==> config.mk <==
export PLATFORM = sky130hd
export DESIGN_NAME = dpsss_supervisor
export DESIGN_NICKNAME = d
export VERILOG_FILES = /design/src/shared/dpsss_pkg.sv /design/src/rtl/dpsss_supervisor.sv
export SDC_FILE = /design/constraint.sdc
export NUM_CORES = 1
export LEC_CHECK = 0
export BUFFER_PORTS_ARGS = -buffer_cell sky130_fd_sc_hd__buf_2
export CAP_MARGIN = 10
export CELL_PAD_IN_SITES_DETAIL_PLACEMENT = 0
export CELL_PAD_IN_SITES_GLOBAL_PLACEMENT = 2
export CORE_UTILIZATION = 35
export CTS_BUF_LIST = sky130_fd_sc_hd__clkbuf_8 sky130_fd_sc_hd__clkbuf_16
export DETAILED_ROUTE_END_ITERATION = 7
export PLACE_DENSITY_LB_ADDON = 0.1
export SETUP_SLACK_MARGIN = 0.05
export SYNTH_ARGS = -nofsm -noshare
export SYNTH_HDL_FRONTEND = slang
export SYNTH_SLANG_ARGS = --single-unit
==> constraint.sdc <==
create_clock -name aclk -period 3.9 [get_ports aclk]
set_clock_uncertainty 0.15 [all_clocks]
set_input_delay 0.39 -clock aclk [delete_from_list [all_inputs] [get_ports aclk]]
set_output_delay 0.39 -clock aclk [all_outputs]
set_load 0.03 [all_outputs]
==> src/shared/dpsss_pkg.sv <==
package dpsss_pkg;

	// register byte offsets
	localparam logic [7:0] CTRL_OFF      = 8'h00;
	localparam logic [7:0] STATUS_OFF    = 8'h04;
	localparam logic [7:0] IRQ_STAT_OFF  = 8'h08;
	localparam logic [7:0] IRQ_MASK_OFF  = 8'h0c;
	localparam logic [7:0] HB_TMO_OFF    = 8'h10;
	localparam logic [7:0] HB_SEND_OFF   = 8'h14;

	// ctrl fields
	localparam int CTRL_FORCE_BIT = 0;
	localparam int CTRL_HB_EN_BIT = 1;
	localparam int CTRL_OVP_BIT   = 2;

	// irq status / mask fields
	localparam int IRQ_HB_LOST_BIT  = 0;
	localparam int IRQ_SAFE_ENT_BIT = 1;
	localparam int IRQ_SAFE_EXT_BIT = 2;
	localparam int IRQ_OVP_BIT      = 3;
	localparam int IRQ_WIDTH        = 4;

	// reset values
	localparam logic [31:0] CTRL_RST     = 32'h0000_0000;
	localparam logic [31:0] IRQ_MASK_RST = 32'h0000_0000;
	localparam logic [31:0] HB_TMO_RST   = 32'h0098_9680;

	// timing
	localparam longint CLK_HZ          = 200_000_000;
	localparam longint SAFE_MAX_MIN    = 10;
	localparam longint SAFE_MAX_CYCLES = SAFE_MAX_MIN * 64'd60 * CLK_HZ;

	localparam logic [1:0] RESP_OKAY   = 2'b00;
	localparam logic [1:0] RESP_SLVERR = 2'b10;

	typedef enum {
		DPSSS_NORMAL,
		DPSSS_SAFE
	} dpsss_state_e;

	typedef struct packed {
		logic pump_on;
		logic deflate_open;
		logic dump_open;
	} dpsss_manifold_s;

	typedef struct packed {
		logic patient_parameter_interface_en;
		logic alarm_tone;
		logic comms_enable;
		logic remote_alarm;
		logic primary_reset_n;
	} dpsss_outputs_s;

endpackage

==> src/rtl/dpsss_supervisor.sv <==
`timescale 1ns/1ps
`default_nettype none
module dpsss_supervisor
	import dpsss_pkg::*;
#(
	parameter int     KEY_W        = 16,
	parameter int     PWR_KEY_IDX  = 0,
	parameter longint SAFE_CYCLES  = SAFE_MAX_CYCLES,
	parameter int     RST_PULSE    = 16
) (
	input  wire logic                     aclk,
	input  wire logic                     aresetn,
	input  wire logic                     clk_en,
	input  wire logic [7:0]               s_axi_awaddr,
	input  wire logic                     s_axi_awvalid,
	output logic                          s_axi_awready,
	input  wire logic [31:0]              s_axi_wdata,
	input  wire logic [3:0]               s_axi_wstrb,
	input  wire logic                     s_axi_wvalid,
	output logic                          s_axi_wready,
	output logic [1:0]                    s_axi_bresp,
	output logic                          s_axi_bvalid,
	input  wire logic                     s_axi_bready,
	input  wire logic [7:0]               s_axi_araddr,
	input  wire logic                     s_axi_arvalid,
	output logic                          s_axi_arready,
	output logic [31:0]                   s_axi_rdata,
	output logic [1:0]                    s_axi_rresp,
	output logic                          s_axi_rvalid,
	input  wire logic                     s_axi_rready,
	input  wire logic                     hb_rx,
	output logic                          hb_tx,
	input  wire logic                     peer_failsafe,
	output logic                          failsafe_out,
	input  wire logic                     overpressure_in,
	input  wire logic                     primary_pump_on,
	input  wire logic                     primary_deflate_open,
	input  wire logic                     primary_dump_open,
	output dpsss_manifold_s               valve_manifold,
	output logic                          overpressure_out,
	input  wire logic                     patient_parameter_interface_req,
	input  wire logic                     comms_enable_req,
	input  wire logic                     remote_alarm_req,
	input  wire logic [KEY_W-1:0]         keys_in,
	output logic [KEY_W-1:0]              keys_out,
	output dpsss_outputs_s                sys_out,
	output logic                          irq
);
	import dpsss_pkg::*;

	// software-visible registers and internal state; status is built from live state on read
	// so it never goes stale against the safe state machine
	logic [31:0]       ctrl_reg;
	logic [31:0]       hb_tmo_reg;
	logic [IRQ_WIDTH-1:0] irq_stat_reg;
	logic [IRQ_WIDTH-1:0] irq_mask_reg;
	logic [31:0]       hb_cnt_reg;
	logic [63:0]       safe_cnt_reg;
	logic [7:0]        rst_cnt_reg;
	dpsss_state_e      state_reg;
	logic              pwr_key_d_reg;
	logic              ovp_d_reg;
	logic              hb_lost_reg;

	// write address and data are latched separately so the master may
	// present them in either order; the response waits for both
	logic              aw_hold_reg;
	logic              w_hold_reg;
	logic [7:0]        awaddr_reg;
	logic [31:0]       wdata_reg;
	logic [3:0]        wstrb_reg;

	logic              wr_go;
	logic              rd_go;
	logic              pwr_press;
	logic              force_safe;
	logic              safe_expired;
	logic              enter_safe;
	logic              exit_safe;
	logic              hb_lost_now;
	logic              ovp_rise;
	logic              stat_read;
	logic [IRQ_WIDTH-1:0] irq_events;

	function automatic logic [31:0] merge_strb(input logic [31:0] old_v,
		input logic [31:0] new_v, input logic [3:0] strb);
		logic [31:0] r;
		r = old_v;
		for (int i = 0; i < 4; i++) begin
			if (strb[i]) begin
				r[i*8 +: 8] = new_v[i*8 +: 8];
			end
		end
		return r;
	endfunction

	// write channel: address and data taken independently, in either order
	assign wr_go = aw_hold_reg && w_hold_reg && !s_axi_bvalid;
	assign rd_go = s_axi_arvalid && s_axi_arready;

	always_ff @(posedge aclk) begin
		if (!aresetn) begin
			aw_hold_reg   <= 1'b0;
			w_hold_reg    <= 1'b0;
			awaddr_reg    <= 8'h00;
			wdata_reg     <= 32'h0000_0000;
			wstrb_reg     <= 4'h0;
			s_axi_awready <= 1'b0;
			s_axi_wready  <= 1'b0;
			s_axi_bvalid  <= 1'b0;
			s_axi_bresp   <= RESP_OKAY;
		end else if (clk_en) begin
			s_axi_awready <= !aw_hold_reg && !s_axi_awready;
			s_axi_wready  <= !w_hold_reg && !s_axi_wready;
			if (s_axi_awvalid && s_axi_awready) begin
				aw_hold_reg   <= 1'b1;
				awaddr_reg    <= s_axi_awaddr;
				s_axi_awready <= 1'b0;
			end
			if (s_axi_wvalid && s_axi_wready) begin
				w_hold_reg   <= 1'b1;
				wdata_reg    <= s_axi_wdata;
				wstrb_reg    <= s_axi_wstrb;
				s_axi_wready <= 1'b0;
			end
			if (wr_go) begin
				aw_hold_reg  <= 1'b0;
				w_hold_reg   <= 1'b0;
				s_axi_bvalid <= 1'b1;
				case (awaddr_reg)
					CTRL_OFF, IRQ_MASK_OFF, HB_TMO_OFF, HB_SEND_OFF,
					IRQ_STAT_OFF, STATUS_OFF: s_axi_bresp <= RESP_OKAY;
					default: s_axi_bresp <= RESP_SLVERR;
				endcase
			end else if (s_axi_bvalid && s_axi_bready) begin
				s_axi_bvalid <= 1'b0;
			end
		end
	end

	// writable registers
	always_ff @(posedge aclk) begin
		if (!aresetn) begin
			ctrl_reg     <= CTRL_RST;
			irq_mask_reg <= IRQ_MASK_RST[IRQ_WIDTH-1:0];
			hb_tmo_reg   <= HB_TMO_RST;
		end else if (clk_en) begin
			if (wr_go) begin
				case (awaddr_reg)
					CTRL_OFF: ctrl_reg <= merge_strb(ctrl_reg, wdata_reg, wstrb_reg);
					IRQ_MASK_OFF: begin
						// only the low bits exist; upper write data is dropped
						irq_mask_reg <= IRQ_WIDTH'(merge_strb({28'h0, irq_mask_reg},
							wdata_reg, wstrb_reg));
					end
					HB_TMO_OFF: hb_tmo_reg <= merge_strb(hb_tmo_reg, wdata_reg, wstrb_reg);
					default: ;
				endcase
			end
			// any exit from the safe state, by key or by timeout, also drops a software force request
			if (exit_safe) begin
				ctrl_reg[CTRL_FORCE_BIT] <= 1'b0;
			end
		end
	end

	// heartbeat out: one pulse per software write, only while enabled
	always_ff @(posedge aclk) begin
		if (!aresetn) begin
			hb_tx <= 1'b0;
		end else if (clk_en) begin
			hb_tx <= wr_go && (awaddr_reg == HB_SEND_OFF) && wstrb_reg[0]
				&& wdata_reg[0] && ctrl_reg[CTRL_HB_EN_BIT];
		end
	end

	// peer liveness window, restarted by each heartbeat
	// the counter stops at the limit instead of wrapping, so a silent peer
	// stays reported lost until it speaks again, heartbeats are disabled or the safe state ends
	// the window is off while heartbeats are disabled, so a fresh boot
	// cannot trip before software has set a sensible timeout
	assign hb_lost_now = ctrl_reg[CTRL_HB_EN_BIT] && !hb_rx
		&& (hb_cnt_reg >= hb_tmo_reg);

	always_ff @(posedge aclk) begin
		if (!aresetn) begin
			hb_cnt_reg  <= 32'h0000_0000;
			hb_lost_reg <= 1'b0;
		end else if (clk_en) begin
			if (hb_rx || !ctrl_reg[CTRL_HB_EN_BIT] || exit_safe) begin
				hb_cnt_reg  <= 32'h0000_0000;
				hb_lost_reg <= 1'b0;
			end else if (hb_lost_now) begin
				hb_lost_reg <= 1'b1;
			end else begin
				hb_cnt_reg <= hb_cnt_reg + 32'h0000_0001;
			end
		end
	end

	assign pwr_press    = keys_in[PWR_KEY_IDX] && !pwr_key_d_reg;
	assign force_safe   = ctrl_reg[CTRL_FORCE_BIT] || peer_failsafe || hb_lost_reg;
	assign safe_expired = safe_cnt_reg >= SAFE_CYCLES - 64'd1;
	assign exit_safe    = (state_reg == DPSSS_SAFE) && (pwr_press || safe_expired);
	// any single source is enough; no agreement between the sides is needed
	assign enter_safe   = (state_reg == DPSSS_NORMAL) && force_safe;

	// safe state machine; runs independent of the primary power state
	// a force source still high after an exit re-enters on the next cycle;
	// this is deliberate, a live fault must not be cleared by a key press
	// the power key is edge detected, so a held key cannot leave and
	// re-enter repeatedly; its delay flop resets low like the idle key
	// the timeout counter is wide enough for the full ten minute span
	// at the nominal clock, so it cannot wrap before it expires
	always_ff @(posedge aclk) begin
		if (!aresetn) begin
			state_reg     <= DPSSS_NORMAL;
			safe_cnt_reg  <= 64'd0;
			pwr_key_d_reg <= 1'b0;
		end else if (clk_en) begin
			pwr_key_d_reg <= keys_in[PWR_KEY_IDX];
			case (state_reg)
				DPSSS_NORMAL: begin
					safe_cnt_reg <= 64'd0;
					if (enter_safe) begin
						state_reg <= DPSSS_SAFE;
					end
				end
				DPSSS_SAFE: begin
					safe_cnt_reg <= safe_cnt_reg + 64'd1;
					if (pwr_press) begin
						state_reg <= DPSSS_NORMAL;
					end else if (safe_expired) begin
						state_reg <= DPSSS_NORMAL;
					end
				end
				default: state_reg <= DPSSS_NORMAL;
			endcase
		end
	end

	// primary reset pulse on power key exit
	// a timeout exit leaves the primary running: only the key resets it
	// the pulse length is fixed by parameter and must fit eight bits
	always_ff @(posedge aclk) begin
		if (!aresetn) begin
			rst_cnt_reg <= 8'h00;
		end else if (clk_en) begin
			if (exit_safe && pwr_press) begin
				rst_cnt_reg <= 8'(RST_PULSE);
			end else if (rst_cnt_reg != 8'h00) begin
				rst_cnt_reg <= rst_cnt_reg - 8'h01;
			end
		end
	end

	// outputs; force is so a glitch-free registered path controls the pneumatics
	always_ff @(posedge aclk) begin
		if (!aresetn) begin
			valve_manifold   <= '{pump_on: 1'b0, deflate_open: 1'b1, dump_open: 1'b1};
			overpressure_out <= 1'b0;
			failsafe_out     <= 1'b0;
			keys_out         <= '0;
			sys_out          <= '{patient_parameter_interface_en: 1'b0, alarm_tone: 1'b0,
				comms_enable: 1'b0, remote_alarm: 1'b0, primary_reset_n: 1'b0};
			ovp_d_reg        <= 1'b0;
		end else if (clk_en) begin
			ovp_d_reg        <= overpressure_in;
			overpressure_out <= overpressure_in || ctrl_reg[CTRL_OVP_BIT];
			failsafe_out     <= state_reg == DPSSS_SAFE;
			if (state_reg == DPSSS_SAFE || overpressure_in || ctrl_reg[CTRL_OVP_BIT]) begin
				valve_manifold <= '{pump_on: 1'b0, deflate_open: 1'b1,
					dump_open: 1'b1};
			end else begin
				valve_manifold <= '{pump_on: primary_pump_on,
					deflate_open: primary_deflate_open,
					dump_open: primary_dump_open};
			end
			if (state_reg == DPSSS_SAFE) begin
				sys_out.patient_parameter_interface_en <= 1'b0;
				sys_out.alarm_tone   <= 1'b1;
				sys_out.comms_enable <= 1'b0;
				sys_out.remote_alarm <= 1'b0;
				keys_out             <= keys_in & (KEY_W'(1) << PWR_KEY_IDX);
			end else begin
				sys_out.patient_parameter_interface_en <= patient_parameter_interface_req;
				sys_out.alarm_tone   <= 1'b0;
				sys_out.comms_enable <= comms_enable_req;
				sys_out.remote_alarm <= remote_alarm_req;
				keys_out             <= keys_in;
			end
			sys_out.primary_reset_n <= (rst_cnt_reg == 8'h00) && !(exit_safe && pwr_press);
		end
	end

	// sticky interrupt status, cleared on read, set wins
	// an event in the cycle of the clearing read is kept for the next read
	// rather than lost; irq is derived from the next status value so it
	// follows the register without an extra cycle of lag
	assign ovp_rise   = overpressure_in && !ovp_d_reg;
	assign stat_read  = rd_go && (s_axi_araddr == IRQ_STAT_OFF);
	always_comb begin
		irq_events = '0;
		irq_events[IRQ_HB_LOST_BIT]  = hb_lost_now && !hb_lost_reg;
		irq_events[IRQ_SAFE_ENT_BIT] = enter_safe;
		irq_events[IRQ_SAFE_EXT_BIT] = exit_safe;
		irq_events[IRQ_OVP_BIT]      = ovp_rise;
	end

	always_ff @(posedge aclk) begin
		if (!aresetn) begin
			irq_stat_reg <= '0;
			irq          <= 1'b0;
		end else if (clk_en) begin
			irq_stat_reg <= (stat_read ? '0 : irq_stat_reg) | irq_events;
			irq          <= |(((stat_read ? '0 : irq_stat_reg) | irq_events) & irq_mask_reg);
		end
	end

	// read channel: arready one cycle, data the next
	// the address is used live at the handshake edge, so the master
	// must hold it until arready is seen, as the bus requires
	always_ff @(posedge aclk) begin
		if (!aresetn) begin
			s_axi_arready <= 1'b0;
			s_axi_rvalid  <= 1'b0;
			s_axi_rdata   <= 32'h0000_0000;
			s_axi_rresp   <= RESP_OKAY;
		end else if (clk_en) begin
			s_axi_arready <= !s_axi_rvalid && !s_axi_arready && s_axi_arvalid;
			if (rd_go) begin
				s_axi_rvalid <= 1'b1;
				s_axi_rresp  <= RESP_OKAY;
				case (s_axi_araddr)
					CTRL_OFF:     s_axi_rdata <= ctrl_reg;
					STATUS_OFF:   s_axi_rdata <= {28'h0, hb_lost_reg, overpressure_in,
						peer_failsafe, state_reg == DPSSS_SAFE};
					IRQ_STAT_OFF: s_axi_rdata <= {28'h0, irq_stat_reg};
					IRQ_MASK_OFF: s_axi_rdata <= {28'h0, irq_mask_reg};
					HB_TMO_OFF:   s_axi_rdata <= hb_tmo_reg;
					HB_SEND_OFF:  s_axi_rdata <= 32'h0000_0000;
					default: begin
						s_axi_rdata <= 32'h0000_0000;
						s_axi_rresp <= RESP_SLVERR;
					end
				endcase
			end else if (s_axi_rvalid && s_axi_rready) begin
				s_axi_rvalid <= 1'b0;
			end
		end
	end

endmodule
`default_nettype wire

==> impl_results.md, run 1 <==
* Status: complete, no violations
* Iteration count of the initial detailed-routing pass at 4
* Root Buffer: clkbuf_16
* Number of buffers created by CTS at 36
* Final Util at 0.436
* Gates resized, CTS repair at 0
* Worst hold slack at approximately 0.054 ns
* Peak VDD IR at approximately 0.00028 V
* Peak Freq at between 200 and 300 MHz
* Post-synth EDFFs at 0
* Max-capacitance violation count at 0
* Max-slew violations at 0
* Worst R2R Path Depth at 9
* IO Pins at between 150 and 200
* Pin count of the biggest net entering global routing at ~140
* Initial DRC Count at 543
* Placed cells at approximately 2200
* Yosys top cell by area: dfxtp_1
* CTS tree: yes
* Clock insertion delay at the later pin of the skew report at 0.54 ns
* Synthesis Warnings at 0
* Highest net fanout along the worst path at 50
* Die width at ~200 µm
* Placed Instance Area at about 15000 µm²
* DRT antenna net count at 0
* Synth cell types at 73
* GP Congestion at roughly 0.79
* Total track usage at 0.196
* Pre-CTS setup slack at about 0.59 ns
* Drt wl/cell at 16.3 µm
* Pwr Total at roughly 7 mW
* Highest metal layer with signal wires: met4
* Top-area cell type share of the netlist area at 0.438
* Dpl hpwl at about 25000 µm
* Met2 routed WL at approximately 17000 µm
* CP Data Required Time at 4.16 ns
* Initial cell density of the core at 0.354
* Fin Setup TNS at 0 ns
* Initial antenna violation count at 0
* Worst path arrival time at roughly 3.6 ns
* Met1 WL at ~18000 µm
* CTS max path bufs at 3
* Register area at between 5000 and 6000 µm²
* Share of the yosys chip area belonging to registers at 0.438
* Htree depth at 2
* Post-synth ARST share at 0
* Worst slew margin at 0.441
* Filler Cell Count at 3752
* Count leader, synth: dfxtp_1
* Worst hold path class: in2reg
* PD cells at 424 nW/µm²
* Worst-Margin Slew at ~0.84 ns
* GRT overflow at 0
* Min Tclk post-route at roughly 3.3 ns
* P_leak at just over 6 nW
* RSZ-0062 raised after global routing: no
* Met3 WL at 1640 µm
* Synth top cells by count: 291 x dfxtp_1, 265 x nand2_1, 114 x nand3_1
* Routed WL at 37800 µm
* Vias in the first global route at roughly 11000
* Area of the multi-input gates at slightly below 7000 µm²
* Worst-path clk slew at roughly 0.06 ns
* Layout Nets at around 1900
* FP Rows at 71
* Hold Fails Final Rpt at 0
* Max FFs per register at 64
* P&R area growth vs syn at 23.0%
* Final setup margin at between 0.5 and 0.6 ns
* Syn_area_per_cell at ~8.4 µm²
* Startpoint Class: flip-flop
* WS Path Type: reg2reg
* Final setup viols at 0
* Die H at about 200 µm
* First-pass GRT wire length at 60500 µm
* Synthesized instance count at 1589
* PortBufs at around 150
* Share of post-route cells with drive strength above 1 at 0.140
* Die area at about 39000 µm²
* Hold path depth at 3
* Final instance area at 16400 µm²
* Core ar. at roughly 38000 µm²
* Non-filler cells, final at around 2300
* Diodes inserted at 0
* Crit end category: flip-flop
* Synth Cell Area at 13300 µm²
* Main synth FF type: dfxtp_1
* CTS sink cnt at 291
* Via density at around 5
* DRC Markers at 0
* DR vias at about 12000
* Crit share post-route at 0.857
* Synth Register Bits at ~290
* Top area cells in the synthesized netlist: dfxtp_1 44%, nand2_1 7.5%, a21boi_0 6.2%, nand3_1 4.3%, ha_1 3.3%
==> where the power goes <==
part           internal, mW  switching, mW  leakage (nW)  total (mW)
logic                 0.262          0.310          3.08       0.572
registers              3.05         0.0675          2.35        3.12
clock network          1.94           1.32         0.620        3.26
==> cell families after synthesis <==
group,synth area share
mux,0.0120
flops,0.438
buf+inv,0.0444
xor+xnor,0.0401
fa+ha+maj,0.0329
other cells,0.000282
compound gates,0.163
simple gates,0.269
==> per-layer routing <==
layer | track usage | up-vias
met5 | 0 | -
met4 | 0.0637 | 0
met3 | 0.0418 | 53
met2 | 0.311 | 215
met1 | 0.265 | 5532
li1 | - | 5936
==> placed cells by master, fill, tap and decap left out, drive strengths merged, types with 7 or more instances in the layout <==
cell	count
dlygate4sd3	69
nor2	102
o31ai	13
or3	24
o21ai	65
ha	35
a21boi	111
buf	171
mux2i	7
nor4	19
xnor2	29
or4	18
inv	64
clkbuf	45
nand2	265
a21oi	57
nor3	23
xor2	32
and2	32
a22oi	49
and4	12
and3	20
nand4	30
nor3b	7
nand3	115
dfxtp	291
nor2b	40
==> critical path, stage by stage (launching register included) <==
cell	delay [ns]
dfxtp_1	0.34
inv_1	0.06
ha_1	0.31
nand4_1	0.14
nor3_1	0.26
or4b_2	0.61
a31oi_1	0.27
o32a_2	0.76
mux2i_1	0.26
nor2_1	0.05
==> worst paths after layout <==
check            startpoint            end  slack [ns]
max          hb_tmo_reg[14]  hb_cnt_reg[1]        0.56
min           s_axi_arvalid   s_axi_rvalid        0.05
max reg2reg  hb_tmo_reg[14]  hb_cnt_reg[1]        0.56
min reg2reg    ctrl_reg[29]   ctrl_reg[29]        0.31
==> layout make-up <==
class	instances	area share
inverters	51	0.0117
multi-input cells	1157	0.423
flip-flops and latches	291	0.356
clock buffers	45	0.0633
clock inverters	20	0.00741
repair buffers	240	0.100
well taps	511	0.0390
==> what timing repair did <==
action | CTS | global route
setup buffers | 0 | 0
endpoints found under the hold margin | 69 | 0
hold buffers | 69 | 0
Note: power is estimated with default switching activity, not from simulation.
==> run 2, diff against run 1 <==
Settings changed: CORE_UTILIZATION 35 to 32.
Clock period 3.9 ns to 2.85 ns, I/O delays scaled along.
==> impl_results.md, run 2 (synthesized netlist as in run 1, its figures left out) <==
* PortBufs at 151 (unchanged)
* DRC Markers at 0 (unchanged)
* PD cells at 541 nW/µm² (+27%)
* Highest net fanout along the worst path at 7 (-86%)
* Worst hold path class: in2reg
* WS Path Type: reg2reg
* Routed WL at 40100 µm (+6.0%)
* Die width at 206 µm (+4.5%)
* Dpl hpwl at 27100 µm (+7.0%)
* Crit share post-route at 0.993 (+0.136)
* Core ar. at 40900 µm² (+8.9%)
* CTS tree: yes
* Drt wl/cell at 16.3 µm (about the same)
* Die area at 42400 µm² (+9.3%)
* Worst path max stage delay at 0.45 ns (-0.31 ns)
* FF-to-FF Start: hb_cnt_reg[0]
* Final setup viols at 0 (unchanged)
* CP Data Required Time at 3.18 ns (-0.98 ns)
* Iteration count of the initial detailed-routing pass at 5 (+1)
* Critical hold path startpoint: aresetn
* Max-capacitance violation count at 0 (unchanged)
* First-pass GRT wire length at 63600 µm (+5.1%)
* Hold Path Sink: hb_tmo_reg[4]
* Die H at 206 µm (+4.5%)
* Vias in the first global route at 11800 (+5.4%)
* Crit-path cells: inv_2, ha_4, nand2b_4, a2111oi_4, or4b_4, a31oi_4, o32a_4, buf_6, buf_4, or4_1, nand2_1
* P&R area growth vs syn at 34.5%
* Number of buffers created by CTS at 36 (unchanged)
* Status: complete, no violations
* Clock insertion delay at the later pin of the skew report at 0.55 ns (about the same)
* Initial cell density of the core at 0.325 (-0.0290)
* IO Pins at 154 (unchanged)
* FP Rows at 74 (+4.2%)
* Root Buffer: clkbuf_16
* Min Tclk post-route at 2.83 ns (-0.512 ns)
* CTS max path bufs at 3 (unchanged)
* DRT antenna net count at 0 (unchanged)
* Buf+Inv Stages, Crit Path at 3 (+2)
* RSZ-0062 raised after global routing: yes
* Reg-to-Reg End: hb_cnt_reg[8]
* Total track usage at 0.189 (-0.00725)
* Initial antenna violation count at 0 (unchanged)
* Placed Instance Area at 15300 µm² (+5.6%)
* Worst-Margin Slew at 0.695 ns (-0.144 ns)
* Hold path depth at 2 (-1)
* Max FFs per register at 64 (unchanged)
* GRT overflow at 0 (unchanged)
* Worst-path clk slew at 0.06 ns (about the same)
* Slowest CP cell: o32a_4
* Initial DRC Count at 605 (+11%)
* Layout Nets at 2017 (+6.3%)
* Crit end category: flip-flop
* Most frequent cells in the layout: 271 x dfxtp_1, 265 x nand2_1, 150 x buf_2
* Startpoint Class: flip-flop
* Critical path's top delay family: compound AO/OA/AOI/OAI gates
* Peak Freq at 353 MHz (+18%)
* Final instance area at 17900 µm² (+9.3%)
* Most common cell after layout, fill and taps aside: dfxtp_1
* Worst R2R Path Depth at 11 (+2)
* Max-slew violations at 0 (unchanged)
* Htree depth at 2 (unchanged)
* R2R Setup Slk at 0.02 ns (-0.54 ns)
* Via density at 4.97 (-2.0%)
* P_leak at 6.76 nW (+12%)
* Hold Fails Final Rpt at 0 (unchanged)
* Worst slew margin at 0.533 (+0.0918)
* Pin count of the biggest net entering global routing at 139 (+2.2%)
* Peak VDD IR at 0.000421 V (+50%)
* Worst path arrival time at 3.16 ns (-0.44 ns)
* DR vias at 12200 (+3.9%)
* Share of post-route cells with drive strength above 1 at 0.227 (+0.0878)
* CTS sink cnt at 291 (unchanged)
* Fin Setup TNS at 0 ns (unchanged)
* GP Congestion at 0.782 (-1.1%)
==> run 2: worst max path at each step <==
stage                               from        endpoint  depth (start not counted)
after floorplan            hb_cnt_reg[0]  hb_cnt_reg[25]                         10
after CTS                 hb_tmo_reg[29]   hb_cnt_reg[1]                         12
after global placement    hb_tmo_reg[29]   hb_cnt_reg[7]                         10
after global routing      hb_tmo_reg[13]   hb_cnt_reg[1]                         11
after detailed placement  hb_tmo_reg[30]   hb_cnt_reg[1]                         12
final                      hb_cnt_reg[0]   hb_cnt_reg[8]                         11
==> run 2: through the flow <==
stage	util	hold WS [ns]	power [mW]	worst slack [ns]	instances
4_1_cts	0.431	0.0111	9.84	0.00665	2447
3_3_place_gp	0.375	0.300	5.09	-0.165	2297
5_1_grt	0.437	0.0360	10.1	-0.101	2453
3_5_place_dp	0.375	0.307	5.09	-0.179	2297
2_1_floorplan	-	0.271	4.86	0.119	1590
6_report	0.437	0.0337	9.68	0.0197	2454
==> run 2: worst register-to-register path: cells and delay by family (launching register included) <==
family                   cells  cell delay, ns
adder cells (fa/ha/maj)      1            0.20
AND/OR/NAND/NOR              4            0.85
flip-flops                   1            0.32
buffers and inverters        3            0.38
AO/OA/AOI/OAI                3            0.88
==> run 2: timing repair <==
action | CTS | global route
hold endpoints to repair | 74 | 0
buffers inserted | 9 | 5
pin swaps | 39 | 26
gates resized for setup | 49 | 47
hold buffers | 77 | 0
setup endpoints to repair | 32 | 33
cloned | 2 | 1
==> run 2: routing by layer <==
| layer | share of wire | track usage | up-vias | routed length [µm] |
|---|---|---|---|---|
| met1 | 0.48 | 0.251 | 5769 | 19100 |
| met4 | 0.020 | 0.0586 | 0 | 785 |
| met3 | 0.038 | 0.0331 | 50 | 1520 |
| met5 | 0 | 0 | - | 0 |
| li1 | - | - | 6171 | - |
| met2 | 0.47 | 0.311 | 199 | 18700 |
==> run 2: report_power, final <==
group / internal (mW) / switching (mW) / total, mW
Sequential: 4.17 / 0.0859 / 4.26
Clock: 2.74 / 1.82 / 4.57
Combinational: 0.404 / 0.447 / 0.851
Total: 7.32 / 2.36 / 9.68
==> run 2: final cells by class <==
type / count / area [µm²]
Sequential cell: 291 / 5860
Fill cell: 4178 / 23000
Tap cell: 532 / 666
Inverter: 51 / 191
Timing Repair Buffer: 360 / 2720
Clock inverter: 11 / 58.8
Multi-Input combinational cell: 1157 / 7270
Antenna cell: 1 / 2.50
Clock buffer: 51 / 1130
==> run 3, diff against run 2 <==
Settings changed: CORE_ASPECT_RATIO set to 1.1, SLEW_MARGIN set to 20.
==> impl_results.md, run 3 (synthesized netlist as in run 1, its figures left out) <==
* Most frequent cells in the layout: 275 x dfxtp_1, 265 x nand2_1, 150 x buf_2
* GP Congestion at 0.801 (+2.4%)
* FP Rows at 78 (+5.4%)
* Crit share post-route at 1.00 (+0.00732)
* Clock share of power at 0.473 (about the same)
* CP most frequent cell: a21oi_1
* Non-filler cells, final at 2482 (+1.1%)
* Max-slew violations at 0 (unchanged)
* Diodes inserted at 0 (-1)
* GRT overflow at 0 (unchanged)
* First-pass GRT wire length at 63700 µm (+0.24%)
* DR vias at 12100 (-0.79%)
* Violated checks: setup timing
* Final setup margin at -0.00113 ns (-0.0209 ns)
* Iteration count of the initial detailed-routing pass at 5 (unchanged)
* Initial DRC Count at 567 (-6.3%)
* Routed WL at 39800 µm (-0.62%)
* CTS sink cnt at 291 (unchanged)
* Psw at 2.33 mW (-1.1%)
* Int Pwr at 7.40 mW (+1.1%)
* CTS tree: yes
* RSZ-0062 raised after global routing: yes
* P_leak at 6.78 nW (+0.30%)
* Initial antenna violation count at 1 (+1)
* WS Path Type: reg2reg
* Filler Cell Count at 4161 (-0.41%)
* Status: finished, violations left
* Number of buffers created by CTS at 36 (unchanged)
* Share of power burned in registers at 0.438 (-0.002)
* Layout Nets at 2020 (+0.15%)
* Max-capacitance violation count at 0 (unchanged)
* Clock insertion delay at the later pin of the skew report at 0.52 ns (-0.03 ns)
* Hold Fails Final Rpt at 0 (unchanged)
* CTS max path bufs at 3 (unchanged)
* PortBufs at 151 (unchanged)
* Worst slew margin at 0.535 (+0.00225)
* Die area at 42400 µm² (about the same)
* CP Data Required Time at 3.15 ns (-0.03 ns)
* Startpoint Class: flip-flop
* P&R area growth vs syn at 34.6%
* Worst path arrival time at 3.15 ns (about the same)
* Most common cell after layout, fill and taps aside: dfxtp_1
* Htree depth at 2 (unchanged)
* Share of post-route cells with drive strength above 1 at 0.223 (-0.00480)
* PD cells at 543 nW/µm² (+0.44%)
* Net Sw Frac at 0.240 (-0.00391)
* Slowest CP cell: or4_1
* Total track usage at 0.187 (-0.00253)
* Via density at 4.87 (-1.9%)
* Worst-path clk slew at 0.06 ns (about the same)
* DRT antenna net count at 0 (unchanged)
* Fin Setup TNS at -0.00113 ns (-0.00113 ns)
* Crit-path cells: inv_1, ha_1, a21oi_1, o21ai_0, a22oi_1, o211ai_1, o32a_4, buf_12, or4_1, a21oi_1
* Crit end category: flip-flop
* Min Tclk post-route at 2.85 ns (+0.0209 ns)
* Worst hold path class: in2reg
* Die width at 196 µm (-4.6%)
* Dpl hpwl at 27300 µm (+0.77%)
* Final setup viols at 1 (+1)
* Max FFs per register at 64 (unchanged)
* Root Buffer: clkbuf_16
* Die H at 216 µm (+4.8%)
* Worst path max stage delay at 0.50 ns (+0.05 ns)
* DRC Markers at 0 (unchanged)
* Highest net fanout along the worst path at 6 (-1)
* Peak Freq at 351 MHz (-0.73%)
* Pin count of the biggest net entering global routing at 157 (+13%)
* Initial cell density of the core at 0.324 (-0.00129)
* Placed cells at 2338 (+1.8%)
* Comb pwr share at 0.088 (about the same)
* Vias in the first global route at 11900 (+0.47%)
* IO Pins at 154 (unchanged)
* Core ar. at 41100 µm² (+0.40%)
* Worst-Margin Slew at 0.698 ns (+0.00303 ns)
* Drt wl/cell at 16.1 µm (-1.7%)
* Peak VDD IR at 0.000348 V (-17%)
-- run 3: power groups by stage --
| stage | Clock, mW | Sequential (mW) | Combinational, mW |
|---|---|---|---|
| floorplan | 0 | 4.38 | 0.478 |
| detailed placement | 0 | 4.35 | 0.755 |
| CTS | 4.77 | 4.26 | 0.836 |
| global placement | 0 | 4.35 | 0.751 |
| finish | 4.61 | 4.26 | 0.861 |
| global route | 4.95 | 4.28 | 0.951 |
-- run 3: layout make-up --
class / instances / area, µm² / area share
clock buffer: 48 / 1080 / 0.0601
clock inverter: 12 / 113 / 0.00629
inverter: 51 / 191 / 0.0107
multi-input combinational: 1157 / 7230 / 0.404
sequential: 291 / 5850 / 0.326
tap: 560 / 701 / 0.0391
timing repair buffer: 363 / 2760 / 0.154
-- run 3: timing repair --
action,in CTS,in global routing
hold endpoints to repair,84,0
resized for setup,9,64
pin swaps,3,34
cloned,0,5
setup buffers,0,4
hold buffers,75,0
setup endpoints to repair,33,26
-- run 3: per-layer routing --
metal	global-route usage	vias up	wire length, µm	part of all wire
met5	0	-	0	0
met4	0.0555	0	875	0.022
met3	0.0267	57	1380	0.035
met2	0.315	194	19100	0.48
met1	0.245	5665	18500	0.46
li1	-	6177	-	-
-- run 3: worst paths after layout --
kind                                     start              to  slack (ns)  depth (start not counted)
worst max-delay path            hb_tmo_reg[25]  hb_cnt_reg[12]      -0.001                         10
worst min-delay path             s_axi_arvalid   s_axi_arready        0.08                          3
worst max register to register  hb_tmo_reg[25]  hb_cnt_reg[12]      -0.001                         10
worst min register to register    ctrl_reg[30]    ctrl_reg[30]        0.31                          2
-- run 3: metrics by stage --
stage                     hold WS [ns]  setup slack [ns]   util  power, mW  cell area, µm²
after CTS                       0.0548            0.0562  0.426       9.87           17500
after floorplan                  0.271             0.119      -       4.86           13300
after global routing            0.0900            -0.113  0.436       10.2           17900
final                           0.0840          -0.00113  0.436       9.73           17900
after detailed placement         0.307            -0.114  0.377       5.10           15500
after global placement           0.301           -0.0337  0.377       5.10           15500
-- run 3: worst max-delay path: cells and delay by family, from the launching register on --
kind            cells  cell delay [ns]
flops               1             0.33
fa+ha+maj           1             0.30
compound gates      6             1.27
simple gates        1             0.50
buf+inv             2             0.23
